<file path="config.mk">
export PLATFORM = sky130hd
export DESIGN_NAME = host_ec_message_interface
export DESIGN_NICKNAME = d
export VERILOG_FILES = /design/src/hdl/ec_msg_pkg.sv /design/src/hdl/host_ec_message_interface.sv /design/src/hdl/wb_reg_port.sv
export SDC_FILE = /design/constraint.sdc
export NUM_CORES = 1
export LEC_CHECK = 0
export ABC_AREA = 1
export BUFFER_PORTS_ARGS = -buffer_cell sky130_fd_sc_hd__buf_2
export CAP_MARGIN = 20
export CORE_MARGIN = 2
export CORE_UTILIZATION = 49
export DETAILED_ROUTE_END_ITERATION = 12
export PLACE_DENSITY_LB_ADDON = 0.2
export SYNTH_ARGS = -nofsm -noshare
export SYNTH_HDL_FRONTEND = slang
export SYNTH_SLANG_ARGS = --single-unit
</file>
<file path="constraint.sdc">
create_clock -name clk_i -period 2.3 [get_ports clk_i]
set_clock_uncertainty 0.05 [all_clocks]
set_input_delay 0.115 -clock clk_i [delete_from_list [all_inputs] [get_ports clk_i]]
set_output_delay 0.115 -clock clk_i [all_outputs]
set_load 0.02 [all_outputs]
</file>
<file path="src/hdl/ec_msg_pkg.sv">
package ec_msg_pkg;

   ////////////////////////////////////////////////////////////////////////////
   // Bus geometry
   localparam int ADR_W = 12;
   localparam int IDX_W = 10;

   ////////////////////////////////////////////////////////////////////////////
   // Register indexes, byte address is four times the index
   localparam logic [IDX_W-1:0] HOST_DATA0_IDX = 10'h000;
   localparam logic [IDX_W-1:0] HOST_CMD_STS_IDX = 10'h004;
   localparam logic [IDX_W-1:0] HOST_BYTE_CTL_IDX = 10'h005;
   localparam logic [IDX_W-1:0] EC_TX0_IDX = 10'h100;
   localparam logic [IDX_W-1:0] EC_STATUS_IDX = 10'h104;
   localparam logic [IDX_W-1:0] EC_BYTE_CTL_IDX = 10'h105;
   localparam logic [IDX_W-1:0] EC_RX0_IDX = 10'h108;

   ////////////////////////////////////////////////////////////////////////////
   // Status byte layout
   localparam int STS_OUT_FULL_BIT = 0;
   localparam int STS_IN_FULL_BIT = 1;
   localparam int STS_CMD_BIT = 3;
   localparam int STS_SCI_BIT = 5;
   localparam int STS_SMI_BIT = 6;
   localparam logic [7:0] STS_SW_MASK = 8'hf4;

   // Byte control layout
   localparam int BYTE_CTL_FOUR_BIT = 0;

   ////////////////////////////////////////////////////////////////////////////
   // Values after reset
   localparam logic [7:0] DATA_RESET = 8'h00;
   localparam logic [7:0] STS_SW_RESET = 8'h00;

   // Last byte of a transfer per mode
   localparam logic [1:0] LAST_BYTE_LEGACY = 2'h0;
   localparam logic [1:0] LAST_BYTE_FOUR = 2'h3;

   typedef enum logic {MODE_LEGACY, MODE_FOUR} mode_t;

endpackage

</file>
<file path="src/hdl/host_ec_message_interface.sv">
// The register addresses and register access over Wishbone were left to the implementer.
`timescale 1ns/1ps
// Summary of operation
// - After reset the block runs single-byte full-duplex legacy mode.
// - A four-byte full-duplex mode can be selected instead of legacy mode.
// - Host write of the mode's last data byte or of the command to an empty input buffer pulses the controller input-full interrupt.
// - Host read emptying the output buffer pulses the controller empty interrupt.
// - Host empty interrupt is asserted while the output-full flag is clear.
// - SMI and SCI event bits are plain software flags, no hardware events.
// - System reset returns every register and all logic to defaults.
// - Block marks itself low-power whenever no bus access targets it.
// - All register access runs on the one host interface clock.
// - Host and controller each reach the registers through their own view.
// - Host data-byte-0 write clears command flag, command write sets it.
// - Both directions transfer concurrently without disturbing each other.
module host_ec_message_interface (
   // Clock and reset
   input wire logic clk_i,
   input wire logic rst_i,
   // Host-side register view
   input wire logic host_cyc_i,
   input wire logic host_stb_i,
   input wire logic host_we_i,
   input wire logic [ec_msg_pkg::ADR_W-1:0] host_adr_i,
   input wire logic [31:0] host_dat_i,
   input wire logic [3:0] host_sel_i,
   output logic host_ack_o,
   output logic [31:0] host_dat_o,
   // Controller-side register view
   input wire logic ec_cyc_i,
   input wire logic ec_stb_i,
   input wire logic ec_we_i,
   input wire logic [ec_msg_pkg::ADR_W-1:0] ec_adr_i,
   input wire logic [31:0] ec_dat_i,
   input wire logic [3:0] ec_sel_i,
   output logic ec_ack_o,
   output logic [31:0] ec_dat_o,
   // Events
   output logic input_buffer_full_irq_o,
   output logic output_buffer_empty_irq_o,
   output logic host_output_empty_irq_o,
   output logic idle_o
);

   ////////////////////////////////////////////////////////////////////////////
   // Helpers

   function automatic logic in_bank(input logic [ec_msg_pkg::IDX_W-1:0] idx,
                                    input logic [ec_msg_pkg::IDX_W-1:0] base);
      in_bank = (idx[ec_msg_pkg::IDX_W-1:2] == base[ec_msg_pkg::IDX_W-1:2]);
   endfunction

   function automatic logic [1:0] last_of(input ec_msg_pkg::mode_t m);
      last_of = (m == ec_msg_pkg::MODE_FOUR) ? ec_msg_pkg::LAST_BYTE_FOUR
                                              : ec_msg_pkg::LAST_BYTE_LEGACY;
   endfunction

   function automatic logic [7:0] status_of(input logic [7:0] sw, input logic out_full,
                                            input logic in_full, input logic cmd);
      logic [7:0] s;
      s = sw & ec_msg_pkg::STS_SW_MASK;
      s[ec_msg_pkg::STS_OUT_FULL_BIT] = out_full;
      s[ec_msg_pkg::STS_IN_FULL_BIT] = in_full;
      s[ec_msg_pkg::STS_CMD_BIT] = cmd;
      status_of = s;
   endfunction

   ////////////////////////////////////////////////////////////////////////////
   // State

   logic [7:0] os2ec_q [4];
   logic [7:0] ec2os_q [4];
   logic in_full_q;
   logic out_full_q;
   logic cmd_q;
   logic [7:0] sw_sts_q;
   ec_msg_pkg::mode_t mode_q;

   logic in_full_d;
   logic out_full_d;
   logic in_full_set;
   logic in_full_clr;
   logic out_full_set;
   logic out_full_clr;
   logic [1:0] last;

   logic h_wr;
   logic h_rd;
   logic [ec_msg_pkg::IDX_W-1:0] h_idx;
   logic [7:0] h_wdat;
   logic [7:0] h_rdat;
   logic e_wr;
   logic e_rd;
   logic [ec_msg_pkg::IDX_W-1:0] e_idx;
   logic [7:0] e_wdat;
   logic [7:0] e_rdat;

   ////////////////////////////////////////////////////////////////////////////
   // Two register views on one clock

   wb_reg_port u_host_port (
      .clk_i(clk_i),
      .rst_i(rst_i),
      .cyc_i(host_cyc_i),
      .stb_i(host_stb_i),
      .we_i(host_we_i),
      .adr_i(host_adr_i),
      .dat_i(host_dat_i),
      .sel_i(host_sel_i),
      .ack_o(host_ack_o),
      .dat_o(host_dat_o),
      .rdata_i(h_rdat),
      .wr_o(h_wr),
      .rd_o(h_rd),
      .idx_o(h_idx),
      .wdata_o(h_wdat)
   );

   wb_reg_port u_ec_port (
      .clk_i(clk_i),
      .rst_i(rst_i),
      .cyc_i(ec_cyc_i),
      .stb_i(ec_stb_i),
      .we_i(ec_we_i),
      .adr_i(ec_adr_i),
      .dat_i(ec_dat_i),
      .sel_i(ec_sel_i),
      .ack_o(ec_ack_o),
      .dat_o(ec_dat_o),
      .rdata_i(e_rdat),
      .wr_o(e_wr),
      .rd_o(e_rd),
      .idx_o(e_idx),
      .wdata_o(e_wdat)
   );

   ////////////////////////////////////////////////////////////////////////////
   // Read multiplexers

   always_comb begin
      h_rdat = 8'h00;
      if (in_bank(h_idx, ec_msg_pkg::HOST_DATA0_IDX)) begin
         h_rdat = ec2os_q[h_idx[1:0]];
      end else if (h_idx == ec_msg_pkg::HOST_CMD_STS_IDX) begin
         h_rdat = status_of(sw_sts_q, out_full_q, in_full_q, cmd_q);
      end else if (h_idx == ec_msg_pkg::HOST_BYTE_CTL_IDX) begin
         h_rdat = {7'h00, mode_q == ec_msg_pkg::MODE_FOUR};
      end
   end

   always_comb begin
      e_rdat = 8'h00;
      if (in_bank(e_idx, ec_msg_pkg::EC_RX0_IDX)) begin
         e_rdat = os2ec_q[e_idx[1:0]];
      end else if (e_idx == ec_msg_pkg::EC_STATUS_IDX) begin
         e_rdat = status_of(sw_sts_q, out_full_q, in_full_q, cmd_q);
      end else if (e_idx == ec_msg_pkg::EC_BYTE_CTL_IDX) begin
         e_rdat = {7'h00, mode_q == ec_msg_pkg::MODE_FOUR};
      end
   end

   ////////////////////////////////////////////////////////////////////////////
   // Buffer flags; a set in the same cycle as a clear wins

   always_comb begin
      last = last_of(mode_q);
      in_full_set = h_wr && ((in_bank(h_idx, ec_msg_pkg::HOST_DATA0_IDX) && h_idx[1:0] == last)
                || h_idx == ec_msg_pkg::HOST_CMD_STS_IDX);
      in_full_clr = e_rd && in_bank(e_idx, ec_msg_pkg::EC_RX0_IDX)
                && (e_idx[1:0] == last || (cmd_q && e_idx[1:0] == 2'h0));
      out_full_set = e_wr && in_bank(e_idx, ec_msg_pkg::EC_TX0_IDX)
                && e_idx[1:0] == last;
      out_full_clr = h_rd && in_bank(h_idx, ec_msg_pkg::HOST_DATA0_IDX)
                && h_idx[1:0] == last;
      in_full_d = in_full_set || (in_full_q && !in_full_clr);
      out_full_d = out_full_set || (out_full_q && !out_full_clr);
   end

   always_ff @(posedge clk_i) begin
      if (rst_i) begin
         in_full_q <= 1'b0;
         out_full_q <= 1'b0;
      end else begin
         in_full_q <= in_full_d;
         out_full_q <= out_full_d;
      end
   end

   ////////////////////////////////////////////////////////////////////////////
   // Host-to-controller buffer and command flag

   always_ff @(posedge clk_i) begin
      if (rst_i) begin
         for (int i = 0; i < 4; i++) begin
            os2ec_q[i] <= ec_msg_pkg::DATA_RESET;
         end
      end else if (h_wr && in_bank(h_idx, ec_msg_pkg::HOST_DATA0_IDX)) begin
         os2ec_q[h_idx[1:0]] <= h_wdat;
      end else if (h_wr && h_idx == ec_msg_pkg::HOST_CMD_STS_IDX) begin
         os2ec_q[0] <= h_wdat;
      end
   end

   always_ff @(posedge clk_i) begin
      if (rst_i) begin
         cmd_q <= 1'b0;
      end else if (h_wr && h_idx == ec_msg_pkg::HOST_CMD_STS_IDX) begin
         cmd_q <= 1'b1;
      end else if (h_wr && h_idx == ec_msg_pkg::HOST_DATA0_IDX) begin
         cmd_q <= 1'b0;
      end
   end

   ////////////////////////////////////////////////////////////////////////////
   // Controller-to-host buffer, software flags and mode

   always_ff @(posedge clk_i) begin
      if (rst_i) begin
         for (int i = 0; i < 4; i++) begin
            ec2os_q[i] <= ec_msg_pkg::DATA_RESET;
         end
      end else if (e_wr && in_bank(e_idx, ec_msg_pkg::EC_TX0_IDX)) begin
         ec2os_q[e_idx[1:0]] <= e_wdat;
      end
   end

   always_ff @(posedge clk_i) begin
      if (rst_i) begin
         sw_sts_q <= ec_msg_pkg::STS_SW_RESET;
      end else if (e_wr && e_idx == ec_msg_pkg::EC_STATUS_IDX) begin
         sw_sts_q <= e_wdat & ec_msg_pkg::STS_SW_MASK;
      end
   end

   always_ff @(posedge clk_i) begin
      if (rst_i) begin
         mode_q <= ec_msg_pkg::MODE_LEGACY;
      end else if (e_wr && e_idx == ec_msg_pkg::EC_BYTE_CTL_IDX) begin
         mode_q <= e_wdat[ec_msg_pkg::BYTE_CTL_FOUR_BIT] ? ec_msg_pkg::MODE_FOUR
                                                         : ec_msg_pkg::MODE_LEGACY;
      end
   end

   ////////////////////////////////////////////////////////////////////////////
   // Interrupts and power state

   always_ff @(posedge clk_i) begin
      if (rst_i) begin
         input_buffer_full_irq_o <= 1'b0;
         output_buffer_empty_irq_o <= 1'b0;
         host_output_empty_irq_o <= 1'b1;
      end else begin
         input_buffer_full_irq_o <= in_full_d && !in_full_q;
         output_buffer_empty_irq_o <= out_full_q && !out_full_d;
         host_output_empty_irq_o <= !out_full_d;
      end
   end

   // Idle whenever neither view has a cycle open
   always_ff @(posedge clk_i) begin
      if (rst_i) begin
         idle_o <= 1'b1;
      end else begin
         idle_o <= !host_cyc_i && !ec_cyc_i;
      end
   end

   ////////////////////////////////////////////////////////////////////////////
   // Checks

   a_in_full_rise: assert property (@(posedge clk_i) disable iff (rst_i)
      input_buffer_full_irq_o == $rose(in_full_q))
      else $error("input full interrupt does not match flag rise");

   a_empty_irq_fall: assert property (@(posedge clk_i) disable iff (rst_i)
      $fell(out_full_q) |-> output_buffer_empty_irq_o)
      else $error("output empty interrupt missing on flag fall");

   a_host_empty_level: assert property (@(posedge clk_i) disable iff (rst_i)
      host_output_empty_irq_o == !out_full_q)
      else $error("host empty interrupt disagrees with output full flag");

   a_reset_defaults: assert property (@(posedge clk_i)
      rst_i |=> !in_full_q && !out_full_q && !cmd_q && sw_sts_q == 8'h00
                && mode_q == ec_msg_pkg::MODE_LEGACY && !host_ack_o && !ec_ack_o)
      else $error("state not at default after reset");

   a_cmd_write_sets: assert property (@(posedge clk_i) disable iff (rst_i)
      h_wr && h_idx == ec_msg_pkg::HOST_CMD_STS_IDX |=> cmd_q && in_full_q ##1 host_ack_o == 1'b0)
      else $error("command write did not set command and input full");

   a_data_clears_cmd: assert property (@(posedge clk_i) disable iff (rst_i)
      h_wr && h_idx == ec_msg_pkg::HOST_DATA0_IDX |=> !cmd_q && os2ec_q[0] == $past(h_wdat))
      else $error("data write did not clear command flag");

   a_ec_read_clears: assert property (@(posedge clk_i) disable iff (rst_i)
      e_rd && e_idx == ec_msg_pkg::EC_RX0_IDX + 10'(last_of(mode_q)) && !in_full_set
      |=> !in_full_q)
      else $error("controller read did not clear input full");

   a_ec_write_sets: assert property (@(posedge clk_i) disable iff (rst_i)
      e_wr && e_idx == ec_msg_pkg::EC_TX0_IDX + 10'(last_of(mode_q)) |=> out_full_q)
      else $error("controller write did not set output full");

   a_legacy_byte_three: assert property (@(posedge clk_i) disable iff (rst_i)
      mode_q == ec_msg_pkg::MODE_LEGACY && !in_full_q && e_idx != ec_msg_pkg::EC_BYTE_CTL_IDX
      && h_wr && h_idx == ec_msg_pkg::HOST_DATA0_IDX + 10'h3 |=> !in_full_q)
      else $error("legacy mode raised input full on byte three");

   a_four_byte_wait: assert property (@(posedge clk_i) disable iff (rst_i)
      mode_q == ec_msg_pkg::MODE_FOUR && !in_full_q && h_wr
      && h_idx == ec_msg_pkg::HOST_DATA0_IDX |=> !in_full_q)
      else $error("four-byte mode raised input full on byte zero");

   a_sw_flags_hold: assert property (@(posedge clk_i) disable iff (rst_i)
      !(e_wr && e_idx == ec_msg_pkg::EC_STATUS_IDX) |=> $stable(sw_sts_q))
      else $error("software flags changed without a controller write");

   a_idle_flag: assert property (@(posedge clk_i) disable iff (rst_i)
      (host_cyc_i || ec_cyc_i) |=> !idle_o)
      else $error("idle shown during an open bus cycle");

   a_duplex_isolated: assert property (@(posedge clk_i) disable iff (rst_i)
      h_wr && in_bank(h_idx, ec_msg_pkg::HOST_DATA0_IDX) |=> $stable(ec2os_q[0])
      || $past(e_wr))
      else $error("host write disturbed the outgoing buffer");

   a_ack_single: assert property (@(posedge clk_i) disable iff (rst_i)
      host_ack_o |=> !host_ack_o)
      else $error("host ack held longer than one cycle");

   a_ec_ack_single: assert property (@(posedge clk_i) disable iff (rst_i)
      ec_ack_o |=> !ec_ack_o)
      else $error("controller ack held longer than one cycle");

   a_empty_irq_exact: assert property (@(posedge clk_i) disable iff (rst_i)
      !$past(rst_i) |-> output_buffer_empty_irq_o == $fell(out_full_q))
      else $error("output empty interrupt without a flag fall");

   a_full_rise_source: assert property (@(posedge clk_i) disable iff (rst_i)
      !h_wr |=> !$rose(in_full_q))
      else $error("input full rose without a host write");

   a_cmd_read_clears: assert property (@(posedge clk_i) disable iff (rst_i)
      e_rd && cmd_q && e_idx == ec_msg_pkg::EC_RX0_IDX && !in_full_set |=> !in_full_q)
      else $error("controller read of a command did not clear input full");

endmodule // host_ec_message_interface

</file>
<file path="src/hdl/wb_reg_port.sv">
`timescale 1ns/1ps
module wb_reg_port (
   // Clock and reset
   input wire logic clk_i,
   input wire logic rst_i,
   // Wishbone slave
   input wire logic cyc_i,
   input wire logic stb_i,
   input wire logic we_i,
   input wire logic [ec_msg_pkg::ADR_W-1:0] adr_i,
   input wire logic [31:0] dat_i,
   input wire logic [3:0] sel_i,
   output logic ack_o,
   output logic [31:0] dat_o,
   // Register file side
   input wire logic [7:0] rdata_i,
   output logic wr_o,
   output logic rd_o,
   output logic [ec_msg_pkg::IDX_W-1:0] idx_o,
   output logic [7:0] wdata_o
);

   logic take;
   logic aligned;

   // One access per cycle of the bus; unaligned addresses answer but do nothing
   assign take = cyc_i && stb_i && !ack_o;
   assign aligned = (adr_i[1:0] == 2'h0);
   assign wr_o = take && aligned && we_i && sel_i[0];
   assign rd_o = take && aligned && !we_i;
   assign idx_o = adr_i[ec_msg_pkg::ADR_W-1:2];
   assign wdata_o = dat_i[7:0];

   always_ff @(posedge clk_i) begin
      if (rst_i) begin
         ack_o <= 1'b0;
      end else begin
         ack_o <= take;
      end
   end

   always_ff @(posedge clk_i) begin
      if (rst_i) begin
         dat_o <= 32'h0;
      end else if (rd_o) begin
         dat_o <= {24'h0, rdata_i};
      end else begin
         dat_o <= 32'h0;
      end
   end

endmodule // wb_reg_port

</file>
# ---- After elaboration in Yosys (flattened, before gate mapping)
# Memories as Yosys holds them, arrays and structs flattened.
# Cells that the tools add are included.
dict set report word_totals {
  output_inout_bits 70
  ff_bits 79
  word_cells 112
  ram_bits 64
  mem_bits_ro 0
  latchBits 0
  inputBits 104
  mem_count 2
}
# name depth width read_ports rd_ports_with_merged_regs write_ports line_no
set mem_list {}
lappend mem_list {ec2os_q 4 8 1 0 4 host_ec_message_interface.sv:72} ;# logic [7:0] ec2os_q [4];
lappend mem_list {os2ec_q 4 8 1 0 4 host_ec_message_interface.sv:71} ;# logic [7:0] os2ec_q [4];
dict set report op_classes {
  n_div 0
  n_bitwise 3
  order_cmp 0
  n_mux 29
  addsub 0
  n_reduce_logical 55
  eq_ne 8
  shifts 0
  multipliers 0
}
# cell count
set op_table {}
lappend op_table {{8-bit two-way mux} 7}
lappend op_table {{1-bit logical AND} 31}
lappend op_table {{10-bit by 3-bit equality test with 1-bit output, second input constant} 2}
lappend op_table {{10-bit by 9-bit equality test with 1-bit output, second input constant} 2}
lappend op_table {{1-bit two-way mux} 19}
lappend op_table {{8-bit by 7-bit equality test with 1-bit output, second input constant} 2}
lappend op_table {{8-bit OR reduction} 2}
lappend op_table {{1-bit logical NOT} 10}
lappend op_table {{10-bit logical NOT} 1}
lappend op_table {{8-bit logical NOT} 1}
lappend op_table {{2-bit logical NOT} 3}
lappend op_table {{2-bit two-way mux} 3}
lappend op_table {{2-bit equality test} 2}
lappend op_table {{1-bit logical OR} 4}
lappend op_table {{2-bit OR reduction} 2}
lappend op_table {{1-bit inverter} 2}
lappend op_table {{2-bit nonzero test} 1}
lappend op_table {{1-bit bitwise OR} 1}

# ---- Depth between registers and ports, before layout
dict set report logic_depth {
  word_depth 12
  mapped_depth 10
  depth_no_buf 10
}

# ---- By module
# From an unflattened synthesis, not the netlist that was laid out.
dict set report unflattened {
  hier_cells 597
  hier_area_um2 5062.4
}
# mod area_per_inst_um2 cells_each instances
set modules_own_cells {}
lappend modules_own_cells {host_ec_message_interface 3813.7 439 1}
lappend modules_own_cells {wb_reg_port 624.3 79 2}

# ---- Worst setup path before layout
# No wires, ideal clock.
dict set report synth_timing {
  kind {register to register}
  startpoint {reg u_host_port.ack_o}
  endpoint {mem os2ec_q[2][0], enable pin}
  path_buffers 0
  arrival_ps 1419
  path_slack_ps 501
  path_stages_with_launch 6
  synth_period_minus_slack_ps 1799
  cell_sequence {dfxtp_1 -> nor2_1 -> nand3_1 -> nor2_2 -> nand4_1 -> nand2_1}
}
# element line_no
set synth_rtl {}
lappend synth_rtl {{from (decl)} wb_reg_port.sv:13} ;# output logic ack_o,
lappend synth_rtl {{from (signal assigned)} wb_reg_port.sv:38} ;# ack_o <= take;
lappend synth_rtl {{to (decl)} host_ec_message_interface.sv:71}

==> results_dict.tcl <==
set metrics [dict create \
    cts_tree "done" \
    drive_gt1_share_pct 17.8 \
    final_cell_area_um2 5250 \
    die_y_um 100 \
    layout_min_cycle_time_ns 2.05 \
    synth.distinct_cells 29 \
    crit_fanout 10 \
    yosysWarnings 0 \
    synth_edf_count 64 \
    grt_max_degree 20 \
    status "finished clean" \
    dieArea_um2 10000 \
    multi_input_area_um2 1590 \
    setup_violations 0 \
    ys_ff_latch 95 \
    num_rows 35 \
    ant_nets 0 \
    pin_count 174 \
    fmax_ghz 0.489 \
    htreeDepth 3 \
    rsz0062_at_grt "no" \
    cts.sinks 95 \
    drv_cap 0 \
    antenna_found_initial 0 \
    final_common_cell "nand2_1" \
    seq_area_frac_synth_pct 56.1 \
    io_buffer_count 71 \
    drv_slew 0 \
    rr_worst_depth 8 \
    core_area_um2 9110 \
    grt_pass1_wl_um 17000 \
    clock_path_buffers 2 \
    numCtsBuffers 9 \
    yosysTopAreaCell "edfxtp_1" \
    fillers 819 \
    syn_area_per_cell_um2 8.97 \
    syn_area_um2 4530 \
    drt_iter0_markers 179 \
    first_global_vias 3367 \
    crit_path_end_kind "flop" \
    cts_setup_buffers 0 \
    async_flop_share_pct 0 \
    root_buffer "clkbuf_8" \
    dp_hpwl_um 7880 \
    peakVddDrop_uv 317 \
    utilization_pct 57.7 \
    fin_crit_sh_pct 89.0 \
    dp_slack_ns 0.362 \
    place.gp.congestion 0.855 \
    power_mw 3.34 \
    overflow 0 \
    firstDrtPassIters 5 \
    dpl-instance-area_um2 4930 \
    power_density_nw_per_um2 637 \
    cellLeakagePower_nw 2.29 \
    critPathRequiredTime_ns 2.38 \
    worst_pin_slew_ns 0.770 \
    antennaDiodeCount 0 \
    area_growth_pct 15.9 \
    syn_inst 505 \
    worstHoldPathCells 3 \
    critPathKind "in -> reg" \
    worst_hold_path_type "in -> reg" \
    setup_tns_ns 0 \
    wl_um 10600 \
    vias 3654 \
    synthFlopType "edfxtp_1" \
    hold_violations 0 \
    die_x_um 100 \
    globalRouteTotalUtil_pct 22.5 \
    via_per_inst 5.06 \
    slew_headroom_pct 48.2 \
    netlist_top_cells_area "edfxtp_1 (42%), dfxtp_1 (14%), buf_4 (8.0%)" \
    drt-wirelength-per-cell_um 14.7 \
    layout_setup_ws_ns 0.253 \
    layout_common_cells "nand2_1 (95), nor2_1 (91), buf_2 (71)" \
    clock_latency_ns 0.37 \
    start_util_pct 49.8 \
    finalNetCount 710 \
    regArea_um2 2540 \
    cp-start-kind "input pin" \
    drc 0 \
    cp.arrival_ns 2.13 \
    path_clk_slew_ns 0.11 \
    synth_top_cell_area_share_pct 42.4 \
]
[synthesized netlist by cell type (6+ instances only)]
| master | instances |
|---|---|
| nand3_1 | 15 |
| nor3_1 | 11 |
| nor2_1 | 91 |
| inv_1 | 45 |
| nand4_1 | 12 |
| a21boi_0 | 8 |
| a22oi_1 | 12 |
| a21oi_1 | 17 |
| dfxtp_1 | 31 |
| o21ai_0 | 23 |
| clkbuf_1 | 6 |
| buf_4 | 48 |
| nand2_1 | 95 |
| o211ai_1 | 8 |
| edfxtp_1 | 64 |
[per-stage QoR]
step	cells	hold slack, ns
5_1_grt	722	0.0168
3_5_place_dp	694	0.273
4_1_cts	722	0.00254
3_3_place_gp	694	0.270
2_1_floorplan	552	0.165
6_report	722	0.0182
[where the power goes]
group | total, mW | internal (mW) | switching, mW | leakage (nW)
logic | 0.311 | 0.0897 | 0.222 | 1.29
registers | 1.87 | 1.86 | 0.0148 | 0.898
clock network | 1.16 | 0.522 | 0.635 | 0.0969
[layout make-up]
cell class / instances / share of cell area (%)
multi-input cells: 353 / 30.4
flip-flops and latches: 95 / 48.4
clock inverters: 6 / 1.45
repair buffers: 98 / 11.2
inverters: 49 / 3.50
well taps: 111 / 2.64
clock buffers: 10 / 2.43
[cells by family after synthesis]
family | count (synthesis) | synth area share (%)
other cells | 1 | 0.0827
simple gates | 233 | 21.6
buf+inv | 104 | 12.6
flops | 95 | 56.1
compound gates | 72 | 9.64
[routing by layer]
metal  global-route usage (%)  share of wire [%]  vias up
li1                         -                  -     1791
met1                     30.0                 44     1692
met2                     35.9                 47      155
met3                     4.67                6.6       16
met4                     9.27                2.1        0
met5                        0                  0        -
[path summary, 6_finish.rpt]
check | start | end | slack (ns)
worst min-delay path | host_dat_i[2] | os2ec_q[3][2] | 0.02
worst max register to register | u_host_port.ack_o | os2ec_q[1][7] | 0.34
worst max-delay path | host_cyc_i | os2ec_q[1][7] | 0.25
worst min register to register | u_ec_port.ack_o | u_ec_port.ack_o | 0.40
[repair_timing]
item	4_1_cts	5_1_grt
endpoints found under the setup margin	0	0
hold buffers	12	0
resized for setup	0	0
hold endpoints to repair	11	0
[critical path: stages]
cell	delay, ns
dlygate4sd3_1	0.52
buf_2	0.11
nand2_1	0.06
nor2_1	0.13
nand3_1	0.16
nor2_2	0.31
nor2_1	0.09
nand2_2	0.22
nand2_2	0.19
nand2_1	0.17
nor2_1	0.05
[registers in the layout (all words and copies together) (netlist names)]
register and flops:
cmd_q 1, ec2os_q 32, host_output_empty_irq_o 1, idle_o 1
in_full_q 1, input_buffer_full_irq_o 1, mode_q 1, os2ec_q 32
out_full_q 1, output_buffer_empty_irq_o 1, sw_sts_q 5, u_ec_port.ack_o 1
u_ec_port.dat_o 8, u_host_port.ack_o 1, u_host_port.dat_o 8
No activity file was read; power rests on OpenSTA's default activity.
